## config.mk

```make
export PLATFORM = sky130hd
export DESIGN_NAME = lar_regs
export DESIGN_NICKNAME = d
export VERILOG_FILES = /design/src/lar_pkg.sv /design/src/lar_regs.sv
export SDC_FILE = /design/constraint.sdc
export NUM_CORES = 1
export LEC_CHECK = 0
export ABC_AREA = 1
export BUFFER_PORTS_ARGS = -buffer_cell sky130_fd_sc_hd__buf_2
export CAP_MARGIN = 10
export CORE_MARGIN = 2
export CORE_UTILIZATION = 45
export DETAILED_ROUTE_END_ITERATION = 8
export PLACE_DENSITY = 0.78
export REMOVE_ABC_BUFFERS = 1
export SYNTH_ARGS = -nofsm -noshare
export SYNTH_HDL_FRONTEND = slang
export SYNTH_SLANG_ARGS = --single-unit
```

## constraint.sdc

```tcl
create_clock -name core_clk -period 1.3 [get_ports core_clk]
set_input_delay 0.26 -clock core_clk [delete_from_list [all_inputs] [get_ports core_clk]]
set_output_delay 0.26 -clock core_clk [all_outputs]
set_load 0.03 [all_outputs]
```

## src/lar_pkg.sv

```systemverilog
// Function
// - Bit 7 of the second-left-line routing register selects single-ended (0) or differential (1), reset 0.
// - Bits 6:3 of the second-left-line register hold the mix level, reset 1111 meaning disconnected.
// - Writing a valid gain code to the second-left-line level connects that input to the mixer.
// - Level codes 0000 to 1000 mean 0 dB down to -12 dB in -1.5 dB steps.
// - Bit 2 of the second-left-line register enables weak common-mode bias of unselected inputs, reset 0.
// - Low reserved bits (1:0 and 2:0) are read-only zero and software writes zeros there.
// - Bit 7 of the first-right-line register selects single-ended (0) or differential (1), reset 0.
// - Bits 6:3 of the first-right-line register hold the mix level, reset 1111 meaning disconnected.
// - Writing a valid gain code to the first-right-line level connects that input to the mixer.
package lar_pkg;
  localparam logic [7:0] LAR_SECOND_LEFT_OFFSET = 8'h14;
  localparam logic [7:0] LAR_FIRST_RIGHT_OFFSET = 8'h15;
  localparam int LAR_MODE_BIT = 7;
  localparam int LAR_LEVEL_HI = 6;
  localparam int LAR_LEVEL_LO = 3;
  localparam int LAR_BIAS_BIT = 2;
  localparam logic [3:0] LAR_LEVEL_OFF = 4'hf;
  localparam logic [3:0] LAR_LEVEL_MAX_GAIN = 4'h8;
  localparam logic LAR_MODE_RESET = 1'h0;
  localparam logic LAR_BIAS_RESET = 1'h0;
  // Attenuation in half-dB units per code step (1.5 dB = 3)
  localparam logic [4:0] LAR_STEP_HALF_DB = 5'h03;

  typedef struct packed {
    logic diffMode;
    logic [3:0] level;
  } lar_route_s;

  typedef struct packed {
    lar_route_s secondLeft;
    logic weakBias;
    lar_route_s firstRight;
    logic [7:0] readData;
  } lar_state_s;

  typedef struct packed {
    logic diffMode;
    logic connected;
    logic [4:0] attenHalfDb;
  } lar_path_s;
endpackage

```

## src/lar_regs.sv

```systemverilog
`timescale 1ns/1ps
`default_nettype none
module lar_regs
  import lar_pkg::*;
(
  // Clock and reset
  input wire logic core_clk,
  input wire logic resetn,
  input wire logic clkEn,
  // Register port
  input wire logic regWrite,
  input wire logic regRead,
  input wire logic [7:0] regAddr,
  input wire logic [7:0] regWriteData,
  output logic [7:0] regReadData,
  // Mixer controls
  output lar_path_s secondLeftLineInput,
  output lar_path_s firstRightLineInput,
  output logic weakBiasEn
);
  lar_state_s st;
  lar_state_s next_st;

  function automatic lar_path_s decodePath(input lar_route_s r);
    lar_path_s p;
    p.diffMode = r.diffMode;
    // Any code at or below the max gain code connects; 1111 disconnects
    p.connected = (r.level <= LAR_LEVEL_MAX_GAIN);
    // Reserved codes also leave the input off: safest for the mixer
    p.attenHalfDb = p.connected ? 5'(r.level * LAR_STEP_HALF_DB) : 5'h00;
    return p;
  endfunction

  always_comb
  begin
    next_st = st;
    if (regWrite && regAddr == LAR_SECOND_LEFT_OFFSET)
    begin
      next_st.secondLeft.diffMode = regWriteData[LAR_MODE_BIT];
      next_st.secondLeft.level = regWriteData[LAR_LEVEL_HI:LAR_LEVEL_LO];
      next_st.weakBias = regWriteData[LAR_BIAS_BIT];
    end
    if (regWrite && regAddr == LAR_FIRST_RIGHT_OFFSET)
    begin
      next_st.firstRight.diffMode = regWriteData[LAR_MODE_BIT];
      next_st.firstRight.level = regWriteData[LAR_LEVEL_HI:LAR_LEVEL_LO];
    end
    if (regRead)
    begin
      // Low bits are not stored, so they always read zero
      case (regAddr)
        LAR_SECOND_LEFT_OFFSET: next_st.readData = {st.secondLeft, st.weakBias, 2'h0};
        LAR_FIRST_RIGHT_OFFSET: next_st.readData = {st.firstRight, 3'h0};
        default: next_st.readData = 8'h00;
      endcase
    end
  end

  always_ff @(posedge core_clk)
  begin
    if (!resetn)
    begin
      st <= '{secondLeft: '{diffMode: LAR_MODE_RESET, level: LAR_LEVEL_OFF}, weakBias: LAR_BIAS_RESET,
              firstRight: '{diffMode: LAR_MODE_RESET, level: LAR_LEVEL_OFF}, readData: 8'h00};
    end
    else if (clkEn)
    begin
      st <= next_st;
    end
  end

  assign regReadData = st.readData;
  assign secondLeftLineInput = decodePath(st.secondLeft);
  assign firstRightLineInput = decodePath(st.firstRight);
  assign weakBiasEn = st.weakBias;
endmodule
`default_nettype wire

```

## After elaboration in Yosys (flattened, before gate mapping)

Index checks and enable logic that the tools add are counted.

| word-level totals | value |
|---|---|
| word-level logic and storage cells | 20 |
| output and inout bits | 23 |
| bits of input ports | 21 |
| bits in registers | 19 |

| cells by class | value |
|---|---|
| reduce and logical (&&, ||, !) cells | 5 |
| muxes and demuxes | 3 |
| multipliers | 2 |
| equal/unequal tests | 2 |
| $lt $le $gt $ge | 2 |

Operator list:

| kind | count |
|---|---|
| $eq A8 B5 Y1 const B | 2 |
| $pmux W8 S2 | 1 |
| $mul A4 B2 Y5 const B | 2 |
| $mux W5 | 2 |
| $le A4 B4 Y1 const B | 2 |
| $reduce_and A2 Y1 | 3 |
| $logic_and A1 B1 Y1 | 2 |

## Logic depth before layout (Yosys ltp)

Gate-level depths: netlist of the first run.

| depth | value |
|---|---|
| depth in word-level cells | 3 |
| gate-level depth with buffers | 8 |
| mapped depth without buffers | 7 |

## Worst setup path before layout of the first run

Ideal clock, no wire load.

| path | value |
|---|---|
| path kind | register to output |
| start | register st[15] (netlist name) |
| end | output port secondLeftLineInput[3] (netlist name) |
| stages on the path, launching flop included | 5 |
| path buffers | 0 |
| arrival time | 1500 ps |
| setup slack | -460 ps |
| data required time | 1040 ps |
| cell sequence | dfxtp_1 ha_1 fa_1 xor2_1 nor2_1 |

RTL lines:

| item | RTL line | source |
|---|---|---|
| start: declaration | lar_regs.sv:21 | `lar_state_s st;` |
| start signal: assignment | lar_regs.sv:63 | `st <= '{secondLeft: '{diffMode: LAR_MODE_RESET, level: LAR_LEVEL_OFF}, weakBias: LAR_BIAS_RESET,` |
| start signal: assignment | lar_regs.sv:68 | `st <= next_st;` |
| end: declaration | lar_regs.sv:17 | `output lar_path_s secondLeftLineInput,` |

==> summary.txt, run 1 <==
Run status
  • Status: complete, but fails checks
  • Violated checks: setup timing

Global routing
  • Vias in the first global route: 1,111
  • GRT Total Usage: 0.173
  • Largest net degree at the start of global routing: 14
  • Global-route wire length before repair: 4420 um
  • Gr ovfl total: 0
  • Antenna violations before repair: 0

Logic synthesis
  • Warnings, synthesis: 0
  • Synth unique cells: 21
  • Top-area cell type share of the netlist area: 0.271
  • Avg Cell Area, Syn: 6.87 um^2
  • Register area share after synthesis: 0.271
  • Synthesized area: 1260 um^2
  • Syn Inst Count: 183
  • FF+latch count, synth: 17
  • Synth area leaders: dfxtp_1, nand2_1, ha_1
  • Dominant cell type by area after synthesis: dfxtp_1

Floorplanning
  • Initial Utilization: 0.464
  • Die Ht: 56.9 um
  • Top Ports: 44
  • DIE AREA: 3230 um^2
  • Site Rows: 19
  • Core ar.: 2710 um^2
  • Die width: 56.9 um

Layout
  • Register area: 355 um^2
  • Most frequent cells in the layout: nand2_1, buf_2, nand3_1, inv_1, nor2_1
  • Commonest non-fill, non-tap cell in the layout: nand2_1
  • Finished Layout Cells: 263
  • Fill cell count: 249
  • Number of diodes: 0
  • Layout net count: 266
  • Area growth syn-to-layout: 42.3%
  • Share of post-route cells with drive strength above 1: 0.448
  • Area of the multi-input gates: 831 um^2

Power and ir drop
  • Switching Share: 0.277
  • Seq pwr share: 0.551
  • Peak supply drop: 0.743 mV
  • Logic gate share of total power: 0.156
  • Clock power frac: 0.293
  • Net Sw Power: 0.267 mW
  • Internal power: 0.696 mW
  • Leakage power: 0.992 nW
  • Pwr dens: 538 nW/um^2

Drt
  • DRT antenna net count: 0
  • Avg Vias per Cell: 4.89
  • Iter 0 DRT Violations: 29
  • Top layer in use: met4
  • Routed met2 length: 1650 um
  • DRT Pass-1 Iters: 4
  • Via Count: 1,286
  • Routed WL per cell: 11.9 um
  • Final WL: 3130 um
  • Metal3 WL: 169 um
  • Met1 WL: 1230 um
  • DRC errors left: 0

Timing
  • Skew final: 0.00768 ns
  • Fmax: 0.535 GHz
  • Hold slack: 0.196 ns
  • Period utilization: 1.44
  • Post-route minimum period: 1.87 ns
  • Setup violations, final: 12
  • Hold Violations, Final: 0
  • RSZ-0062 raised after global routing: true
  • Final slew viol count: 0
  • Worst Slack Setup Final: -0.569 ns

Setup path
  • Crit Reg-Reg Startpoint: st[17]$_SDFFE_PN1P_
  • Crit path kind: flop to output port
  • CP Capture Point: firstRightLineInput[3]
  • CP required: 1.04 ns
  • CP startpoint: st[9]$_SDFFE_PN1P_
  • Critical Path End Type: output port
  • Top fanout value on the critical path: 3
  • R2r setup slk: 0.30 ns
  • CP Data Arrival Time: 1.61 ns
  • R2R depth: 6
  • Worst flop-to-flop path endpoint: regReadData[6]$_SDFFE_PN0P_
  • Worst setup SP type: flop

Clock tree
  • CTS max path bufs: 2
  • CTS buffer count: 3
  • Clk root buf: clkbuf_4
  • Hold-fix buffers at CTS: 0
  • Clock Sinks: 17
  • Clk_lat worst skew: 0.29 ns
  • CTS tree: done
  • Clock-pin slew on the worst setup and hold paths: 0.10 ns
  • H-tree Lvls: 1

Min path
  • Worst Hold Class: primary input to flop

Placement
  • Gpl congestion: 0.784
  • Final HPWL DP: 1920 um
  • Placed cells: 258
  • IO buf count: 39

Flow run
  • Max cap viols: 0
## registers in the layout, indices dropped and copies added (netlist names)
signal,flops
regReadData,6
weakBiasEn,1
secondLeftLineInput,1
firstRightLineInput,1
st,8
## worst max-delay path: stages, from the launching register on
cell	delay (ns)
dfxtp_4	0.37
buf_6	0.13
fa_2	0.38
xor2_1	0.16
nor2_2	0.13
buf_6	0.15
## synthesized netlist by cell type
library cell  number
nand2_1           37
inv_1             29
nor2_1            26
nand3_1           24
dfxtp_1           17
buf_4             11
ha_1              10
inv_2              6
a21oi_1            4
o21ai_1            3
fa_1               2
nand3_4            2
nor2_4             2
o21bai_1           2
xor2_1             2
buf_6              1
clkbuf_1           1
conb_1             1
nand2_2            1
nand2_4            1
nor2_8             1
## worst min-delay path by stage
stage                              endpoint            start  cells past startpoint  slack (ns)
floorplan               st[10]$_SDFFE_PN1P_           resetn                      1        0.34
global placement    weakBiasEn$_SDFFE_PN0P_  regWriteData[2]                      3        0.48
detailed placement      st[10]$_SDFFE_PN1P_  regWriteData[5]                      3        0.48
CTS                     st[10]$_SDFFE_PN1P_  regWriteData[5]                      3        0.18
global route            st[15]$_SDFFE_PN1P_  regWriteData[4]                      3        0.21
finish                   st[8]$_SDFFE_PN1P_  regWriteData[3]                      3        0.20
## through the flow
step	TNS (ns)	utilization	instance area, um^2	setup slack (ns)	total power, mW
3_5_place_dp	-2.69	0.563	1530	-0.303	0.695
6_report	-5.98	0.660	1790	-0.569	0.962
5_1_grt	-6.67	0.660	1790	-0.615	1.00
2_1_floorplan	-2.83	-	1160	-0.460	0.638
3_3_place_gp	-2.47	0.563	1530	-0.275	0.693
4_1_cts	-5.77	0.624	1690	-0.562	0.963
## timing repair
item                       CTS  global route
setup buffers                2             0
setup endpoints to repair   12            12
resized for setup           43            24
pin swaps                    6             6
## area by class of cell
cell class,count,area share
Sequential cell,17,0.199
Tap cell,31,0.0217
Clock buffer,4,0.0147
Inverter,35,0.0762
Multi-Input combinational cell,119,0.464
Timing Repair Buffer,57,0.224
## power by group through the flow
stage	clock, mW	combinational, mW	sequential (mW)
floorplan	0	0.0680	0.570
global placement	0	0.145	0.549
detailed placement	0	0.147	0.549
CTS	0.282	0.148	0.532
global route	0.304	0.164	0.532
finish	0.282	0.150	0.530
## cells by family (layout without fill, tap and decap cells)
| family | Yosys count | count (layout) | share of synthesized area |
|---|---|---|---|
| compound gates | 9 | 9 | 0.0398 |
| xor+xnor | 2 | 2 | 0.0139 |
| fa+ha+maj | 12 | 12 | 0.131 |
| buf+inv | 48 | 96 | 0.182 |
| flops | 17 | 17 | 0.271 |
| other cells | 1 | 2 | 0.00298 |
| simple gates | 94 | 94 | 0.359 |
## layer usage
layer  up-vias  global-route usage
met1       581               0.196
met3         8              0.0253
li1        646                   -
met4         0              0.0797
met5         -                   0
met2        51               0.314
(Power assumes the default switching activity.)
==> inputs of run 2 (changes only) <==
--- a/config.mk
+++ b/config.mk
@@ -5,14 +5,14 @@
 export SDC_FILE = /design/constraint.sdc
 export NUM_CORES = 1
 export LEC_CHECK = 0
-export ABC_AREA = 1
 export BUFFER_PORTS_ARGS = -buffer_cell sky130_fd_sc_hd__buf_2
 export CAP_MARGIN = 10
 export CORE_MARGIN = 2
-export CORE_UTILIZATION = 45
+export CORE_UTILIZATION = 44
 export DETAILED_ROUTE_END_ITERATION = 8
-export PLACE_DENSITY = 0.78
+export PLACE_DENSITY = 0.77
 export REMOVE_ABC_BUFFERS = 1
+export SETUP_SLACK_MARGIN = 0.02
 export SYNTH_ARGS = -nofsm -noshare
 export SYNTH_HDL_FRONTEND = slang
 export SYNTH_SLANG_ARGS = --single-unit
==> run 2 against run 1 <==
The flow still finishes with violations (setup timing). Clock skew down 0.0025 ns. Clock-buffer cell count unchanged. Maximum frequency down 1.6%. Clock power about the same. Worst setup slack worse by 0.030 ns. Utilization about the same. Critical path depth down 1. Critical endpoint is now secondLeftLineInput[2].
==> summary.txt, run 2 <==
Run status
  • Status: complete, but fails checks
  • Violated checks: setup timing

Logic synthesis
  • Avg Cell Area, Syn: 9.36 um^2 (+36%)
  • Synth area leaders: dfxtp_1, mux2i_1, ha_1
  • FF+latch count, synth: 17 (unchanged)
  • Top-area cell type share of the netlist area: 0.278 (+0.00690)
  • Synth unique cells: 24 (+14%)
  • Number of synthesized flops with an enable pin: 0 (unchanged)
  • Dominant cell type by area after synthesis: dfxtp_1
  • Synthesized area: 1230 um^2 (-2.5%)
  • Register area share after synthesis: 0.278 (+0.00690)
  • Synth cell count leaders: dfxtp_1, nor2b_1, mux2i_1
  • Syn Inst Count: 131 (-28%)
  • Top FF cell, synth: dfxtp_1
  • Warnings, synthesis: 0 (unchanged)
  • Fraction of registers with async set/reset: 0 (unchanged)

Global routing
  • Antenna violations before repair: 0 (unchanged)
  • Gr ovfl total: 0 (unchanged)
  • Vias in the first global route: 1,094 (-1.5%)
  • GRT Total Usage: 0.178 (+0.00511)
  • Global-route wire length before repair: 4670 um (+5.8%)
  • Largest net degree at the start of global routing: 24 (+10)

Clock tree
  • CTS max path bufs: 2 (unchanged)
  • Clock Sinks: 17 (unchanged)
  • Clk_lat worst skew: 0.28 ns (about the same)
  • Clk root buf: clkbuf_4
  • CTS buffer count: 3 (unchanged)
  • H-tree Lvls: 1 (unchanged)
  • CTS tree: done
  • Clock-pin slew on the worst setup and hold paths: 0.10 ns (about the same)

Drt
  • Iter 0 DRT Violations: 17 (-41%)
  • Avg Vias per Cell: 4.89 (about the same)
  • DRT antenna net count: 0 (unchanged)
  • Via Count: 1,047 (-19%)
  • Final WL: 2640 um (-16%)
  • DRT Pass-1 Iters: 3 (-1)
  • Routed WL per cell: 12.3 um (+3.5%)
  • DRC errors left: 0 (unchanged)

Placement
  • Cell Area, Placed: 1540 um^2 (+0.90%)
  • IO buf count: 39 (unchanged)
  • Final HPWL DP: 2030 um (+6.1%)
  • Pre-CTS setup slack: -0.360 ns (-0.0572 ns)
  • Gpl congestion: 0.734 (-6.3%)

Layout
  • Post-layout util: 0.660 (about the same)
  • Layout net count: 217 (-18%)
  • Share of post-route cells with drive strength above 1: 0.541 (+0.0927)
  • Design area: 1790 um^2 (about the same)
  • Reg with most FFs: st
  • Number of diodes: 0 (unchanged)
  • Area growth syn-to-layout: 45.8%
  • Largest register FFs: 8 (unchanged)
  • Most frequent cells in the layout: buf_2, buf_4, nor2b_1, mux2i_1, nand2_1

Setup path
  • Worst path max stage delay: 0.51 ns (+0.13 ns)
  • CP Buf/Inv Count: 1 (-1)
  • R2r setup slk: 0.15 ns (-0.15 ns)
  • Slowest CP cell: fa_2
  • Crit path kind: flop to output port
  • CP cell instances: ha_4, fa_2, nor2b_1, buf_4
  • Top fanout value on the critical path: 5 (+2)
  • CP Data Arrival Time: 1.64 ns (+0.03 ns)
  • CP required: 1.04 ns (about the same)
  • Critical Path End Type: output port
  • Worst setup SP type: flop
  • Crit path max-delay family: adder cells

Power and ir drop
  • Leakage power: 0.906 nW (-8.7%)
  • Peak supply drop: 0.383 mV (-49%)
  • Design Power: 0.888 mW (-7.7%)
  • Pwr dens: 497 nW/um^2 (-7.6%)

Timing
  • RSZ-0062 raised after global routing: true
  • Fmax: 0.527 GHz (-1.6%)
  • Hold Violations, Final: 0 (unchanged)
  • Post-route minimum period: 1.90 ns (+0.0300 ns)
  • Setup violations, final: 12 (unchanged)
  • Skew final: 0.00520 ns (-0.00248 ns)
  • Worst Slack Setup Final: -0.599 ns (-0.0300 ns)
  • Final slew viol count: 0 (unchanged)
  • Period utilization: 1.46 (+0.0231)
  • Setup TNS: -5.45 ns (+0.531 ns)

Floorplanning
  • Die Ht: 56.8 um (-0.12%)
  • Core ar.: 2710 um^2 (unchanged)
  • DIE AREA: 3230 um^2 (-0.25%)
  • Site Rows: 19 (unchanged)
  • Initial Utilization: 0.452 (-0.0115)
  • Die width: 56.8 um (-0.12%)
  • Top Ports: 44 (unchanged)

Min path
  • Worst Hold Class: primary input to flop

Flow run
  • Max cap viols: 0 (unchanged)
## run 2: layer usage
layer	part of all wire	GRT usage	vias up
met3	0.034	0.0323	2
met5	0	0	-
met2	0.53	0.322	21
met4	0.0061	0.0498	0
li1	-	-	534
met1	0.43	0.213	490
## run 2: stage by stage
step,cells,hold slack [ns]
after CTS,215,0.202
final,214,0.209
after global placement,210,0.452
after detailed placement,210,0.458
after floorplan,118,0.399
after global routing,214,0.219
## run 2: worst reg2reg max path, cell delays in order (launching register included)
cell and delay, ns:
dfxtp_4 0.37, buf_6 0.12, buf_4 0.13, mux2_2 0.26, nand4_1 0.08, a21boi_0 0.08
## run 2: final cells by class
type | instances | area [um^2]
Clock buffer | 4 | 26.3
Fill cell | 223 | 922
Inverter | 8 | 35.0
Multi-Input combinational cell | 93 | 911
Sequential cell | 17 | 360
Tap cell | 31 | 38.8
Timing Repair Buffer | 61 | 417
## run 2: cell families (layout without fill, tap and decap cells)
family / count (synthesis) / in the layout / share of synthesized area
AO/OA/AOI/OAI: 12 / 12 / 0.0694
XOR/XNOR: 2 / 2 / 0.0143
adder cells (fa/ha/maj): 12 / 12 / 0.135
flip-flops: 17 / 17 / 0.278
other: 1 / 2 / 0.00306
multiplexers: 18 / 18 / 0.152
AND/OR/NAND/NOR: 47 / 47 / 0.251
buffers and inverters: 22 / 73 / 0.0980
## run 2: power breakdown
part	leakage, nW	switching (mW)	internal (mW)
clock	0.0150	0.161	0.119
combinational	0.755	0.0526	0.0445
sequential	0.136	0.000407	0.510
total	0.906	0.214	0.674
## run 2: what timing repair did
item	CTS	global route
gates resized for setup	48	12
buffers inserted	2	0
endpoints found under the setup margin	12	12
pin swaps	9	4
hold buffers	0	0
## run 2: worst paths after layout
| check | startpoint | endpoint | cells after the start |
|---|---|---|---|
| max reg2reg | st[14]$_SDFFE_PN1P_ | regReadData[3]$_SDFFE_PN0P_ | 5 |
| min | regWriteData[2] | weakBiasEn$_SDFFE_PN0P_ | 3 |
| min reg2reg | regReadData[4]$_SDFFE_PN0P_ | regReadData[4]$_SDFFE_PN0P_ | 2 |
| max | st[15]$_SDFFE_PN1P_ | secondLeftLineInput[2] | 4 |
==> inputs of run 3 (changes only) <==
--- a/config.mk
+++ b/config.mk
@@ -8,9 +8,9 @@
 export BUFFER_PORTS_ARGS = -buffer_cell sky130_fd_sc_hd__buf_2
 export CAP_MARGIN = 10
 export CORE_MARGIN = 2
-export CORE_UTILIZATION = 44
+export CORE_UTILIZATION = 25
 export DETAILED_ROUTE_END_ITERATION = 8
-export PLACE_DENSITY = 0.77
+export PLACE_DENSITY = 0.5
 export REMOVE_ABC_BUFFERS = 1
 export SETUP_SLACK_MARGIN = 0.02
 export SYNTH_ARGS = -nofsm -noshare
==> run 3 against run 2 <==
The run still ends with setup timing left. Final area rose by 6.2%. Sequential cell count did not move. Utilization fell by 26 points. Clock-buffer cell count did not move. Sequential power barely moved. Critical path type unchanged.
==> summary.txt, run 3 (same netlist as run 2, synthesis figures left out) <==
Layout
  • Number of diodes: 0 (unchanged)
  • Design area: 1900 um^2 (+6.2%)
  • Most frequent cells in the layout: buf_4, buf_2, nor2b_1, mux2i_1, nand2_1
  • Commonest non-fill, non-tap cell in the layout: buf_4
  • Largest register FFs: 8 (unchanged)
  • Fill cell count: 472 (+110%)
  • Finished Layout Cells: 254 (+19%)
  • Reg with most FFs: st
  • Share of post-route cells with drive strength above 1: 0.561 (+0.0205)
  • Post-layout util: 0.402 (-0.258)
  • Area growth syn-to-layout: 54.9%
  • Layout net count: 221 (+1.8%)

Floorplanning
  • DIE AREA: 5480 um^2 (+70%)
  • Site Rows: 25 (+6)
  • Core ar.: 4720 um^2 (+74%)
  • Top Ports: 44 (unchanged)
  • Die Ht: 74.0 um (+30%)
  • Die width: 74.0 um (+30%)
  • Initial Utilization: 0.260 (-0.193)

Run status
  • Violated checks: setup timing
  • Status: complete, but fails checks

Power and ir drop
  • Leakage power: 0.929 nW (+2.5%)
  • Design Power: 1.01 mW (+13%)
  • Pwr dens: 530 nW/um^2 (+6.7%)
  • Peak supply drop: 0.324 mV (-15%)

Placement
  • IO buf count: 39 (unchanged)
  • Gpl congestion: 0.670 (-8.8%)
  • Final HPWL DP: 2170 um (+6.9%)
  • Placed cells: 247 (+18%)
  • Cell Area, Placed: 1590 um^2 (+3.4%)
  • Pre-CTS setup slack: -0.329 ns (+0.0309 ns)

Global routing
  • Largest net degree at the start of global routing: 16 (-33%)
  • Gr ovfl total: 0 (unchanged)
  • Global-route wire length before repair: 4610 um (-1.3%)
  • Vias in the first global route: 1,088 (-0.55%)
  • GRT Total Usage: 0.105 (-0.0729)
  • Antenna violations before repair: 0 (unchanged)

Timing
  • Setup violations, final: 12 (unchanged)
  • Worst Slack Setup Final: -0.537 ns (+0.0615 ns)
  • Fmax: 0.544 GHz (+3.3%)
  • Post-route minimum period: 1.84 ns (-0.0615 ns)
  • Hold Violations, Final: 0 (unchanged)
  • Skew final: 0.00133 ns (-0.00387 ns)
  • Period utilization: 1.41 (-0.0473)
  • Setup TNS: -4.70 ns (+0.744 ns)
  • RSZ-0062 raised after global routing: true
  • Hold slack: 0.254 ns (+0.0442 ns)
  • Final slew viol count: 0 (unchanged)

Drt
  • Avg Vias per Cell: 4.03 (-18%)
  • DRC errors left: 0 (unchanged)
  • Iter 0 DRT Violations: 7 (-10)
  • Routed WL per cell: 10.8 um (-12%)
  • DRT Pass-1 Iters: 2 (-1)
  • Final WL: 2750 um (+4.3%)
  • DRT antenna net count: 0 (unchanged)
  • Via Count: 1,024 (-2.2%)

Min path
  • Hold Path Origin: regWriteData[2]
  • Worst Hold Class: primary input to flop
  • Hold Path Stages: 3 (unchanged)
  • Worst Hold End: weakBiasEn$_SDFFE_PN0P_

Clock tree
  • Clock-pin slew on the worst setup and hold paths: 0.07 ns (-0.03 ns)
  • H-tree Lvls: 1 (unchanged)
  • Clock Sinks: 17 (unchanged)
  • CTS tree: done
  • Clk_lat worst skew: 0.25 ns (-0.03 ns)
  • CTS max path bufs: 2 (unchanged)
  • Clk root buf: clkbuf_8
  • CTS buffer count: 3 (unchanged)

Setup path
  • Crit path kind: flop to output port
  • Top fanout value on the critical path: 4 (-1)
  • CP required: 1.04 ns (about the same)
  • Crit Reg-Reg Startpoint: st[9]$_SDFFE_PN1P_
  • R2R depth: 5 (unchanged)
  • CP Data Arrival Time: 1.58 ns (-0.06 ns)
  • R2r setup slk: 0.13 ns (-0.02 ns)
  • Critical Path End Type: output port
  • Worst setup SP type: flop
  • Worst flop-to-flop path endpoint: regReadData[4]$_SDFFE_PN0P_

Flow run
  • Max cap viols: 0 (unchanged)
==> run 3: changes by cell type in the layout (fill, tap and decap cells not counted), moves of 2 or more <==
cell / delta
clkbuf_4: -3
clkbuf_8: +3
dfxtp_2: +2
buf_4: +3
==> run 3: final cells by class <==
class / count / area [um^2] / area share
tap: 67 / 83.8 / 0.0441
clock buffer: 4 / 45.0 / 0.0237
inverter: 8 / 37.5 / 0.0198
timing repair buffer: 65 / 450 / 0.237
sequential: 17 / 359 / 0.189
multi-input combinational: 93 / 923 / 0.486
==> run 3: repair_timing <==
item | CTS | global route
pin swaps | 8 | 7
hold buffers | 0 | 0
setup endpoints to repair | 12 | 12
buffers inserted | 3 | 1
gates resized for setup | 43 | 21
==> run 3: layer usage <==
metal | vias to the layer above | wire, um | GRT usage
li1 | 541 | - | -
met1 | 456 | 1240 | 0.132
met2 | 27 | 1410 | 0.188
met3 | 0 | 96 | 0.0190
met4 | 0 | 0 | 0.0182
met5 | - | 0 | 0
==> run 3: power breakdown <==
part / switching [mW] / internal (mW)
clock: 0.175 / 0.217
sequential: 0.000407 / 0.513
combinational: 0.0543 / 0.0479
total: 0.229 / 0.778
==> run 3: worst max-delay path: stages, from the launching register on <==
cell and delay [ns]:
dfxtp_4 0.37, ha_4 0.18, fa_2 0.52, nor2b_4 0.14, buf_6 0.13
==> run 3: worst max path at each step <==
| stage | depth (start not counted) | startpoint | slack, ns | end |
|---|---|---|---|---|
| final | 4 | st[9]$_SDFFE_PN1P_ | -0.54 | firstRightLineInput[2] |
| after global routing | 4 | st[15]$_SDFFE_PN1P_ | -0.59 | secondLeftLineInput[2] |
| after CTS | 4 | st[9]$_SDFFE_PN1P_ | -0.54 | firstRightLineInput[2] |
| after detailed placement | 5 | st[15]$_SDFFE_PN1P_ | -0.33 | secondLeftLineInput[3] |
| after global placement | 5 | st[15]$_SDFFE_PN1P_ | -0.31 | secondLeftLineInput[3] |
| after floorplan | 4 | st[16]$_SDFFE_PN1P_ | -0.48 | secondLeftLineInput[4] |
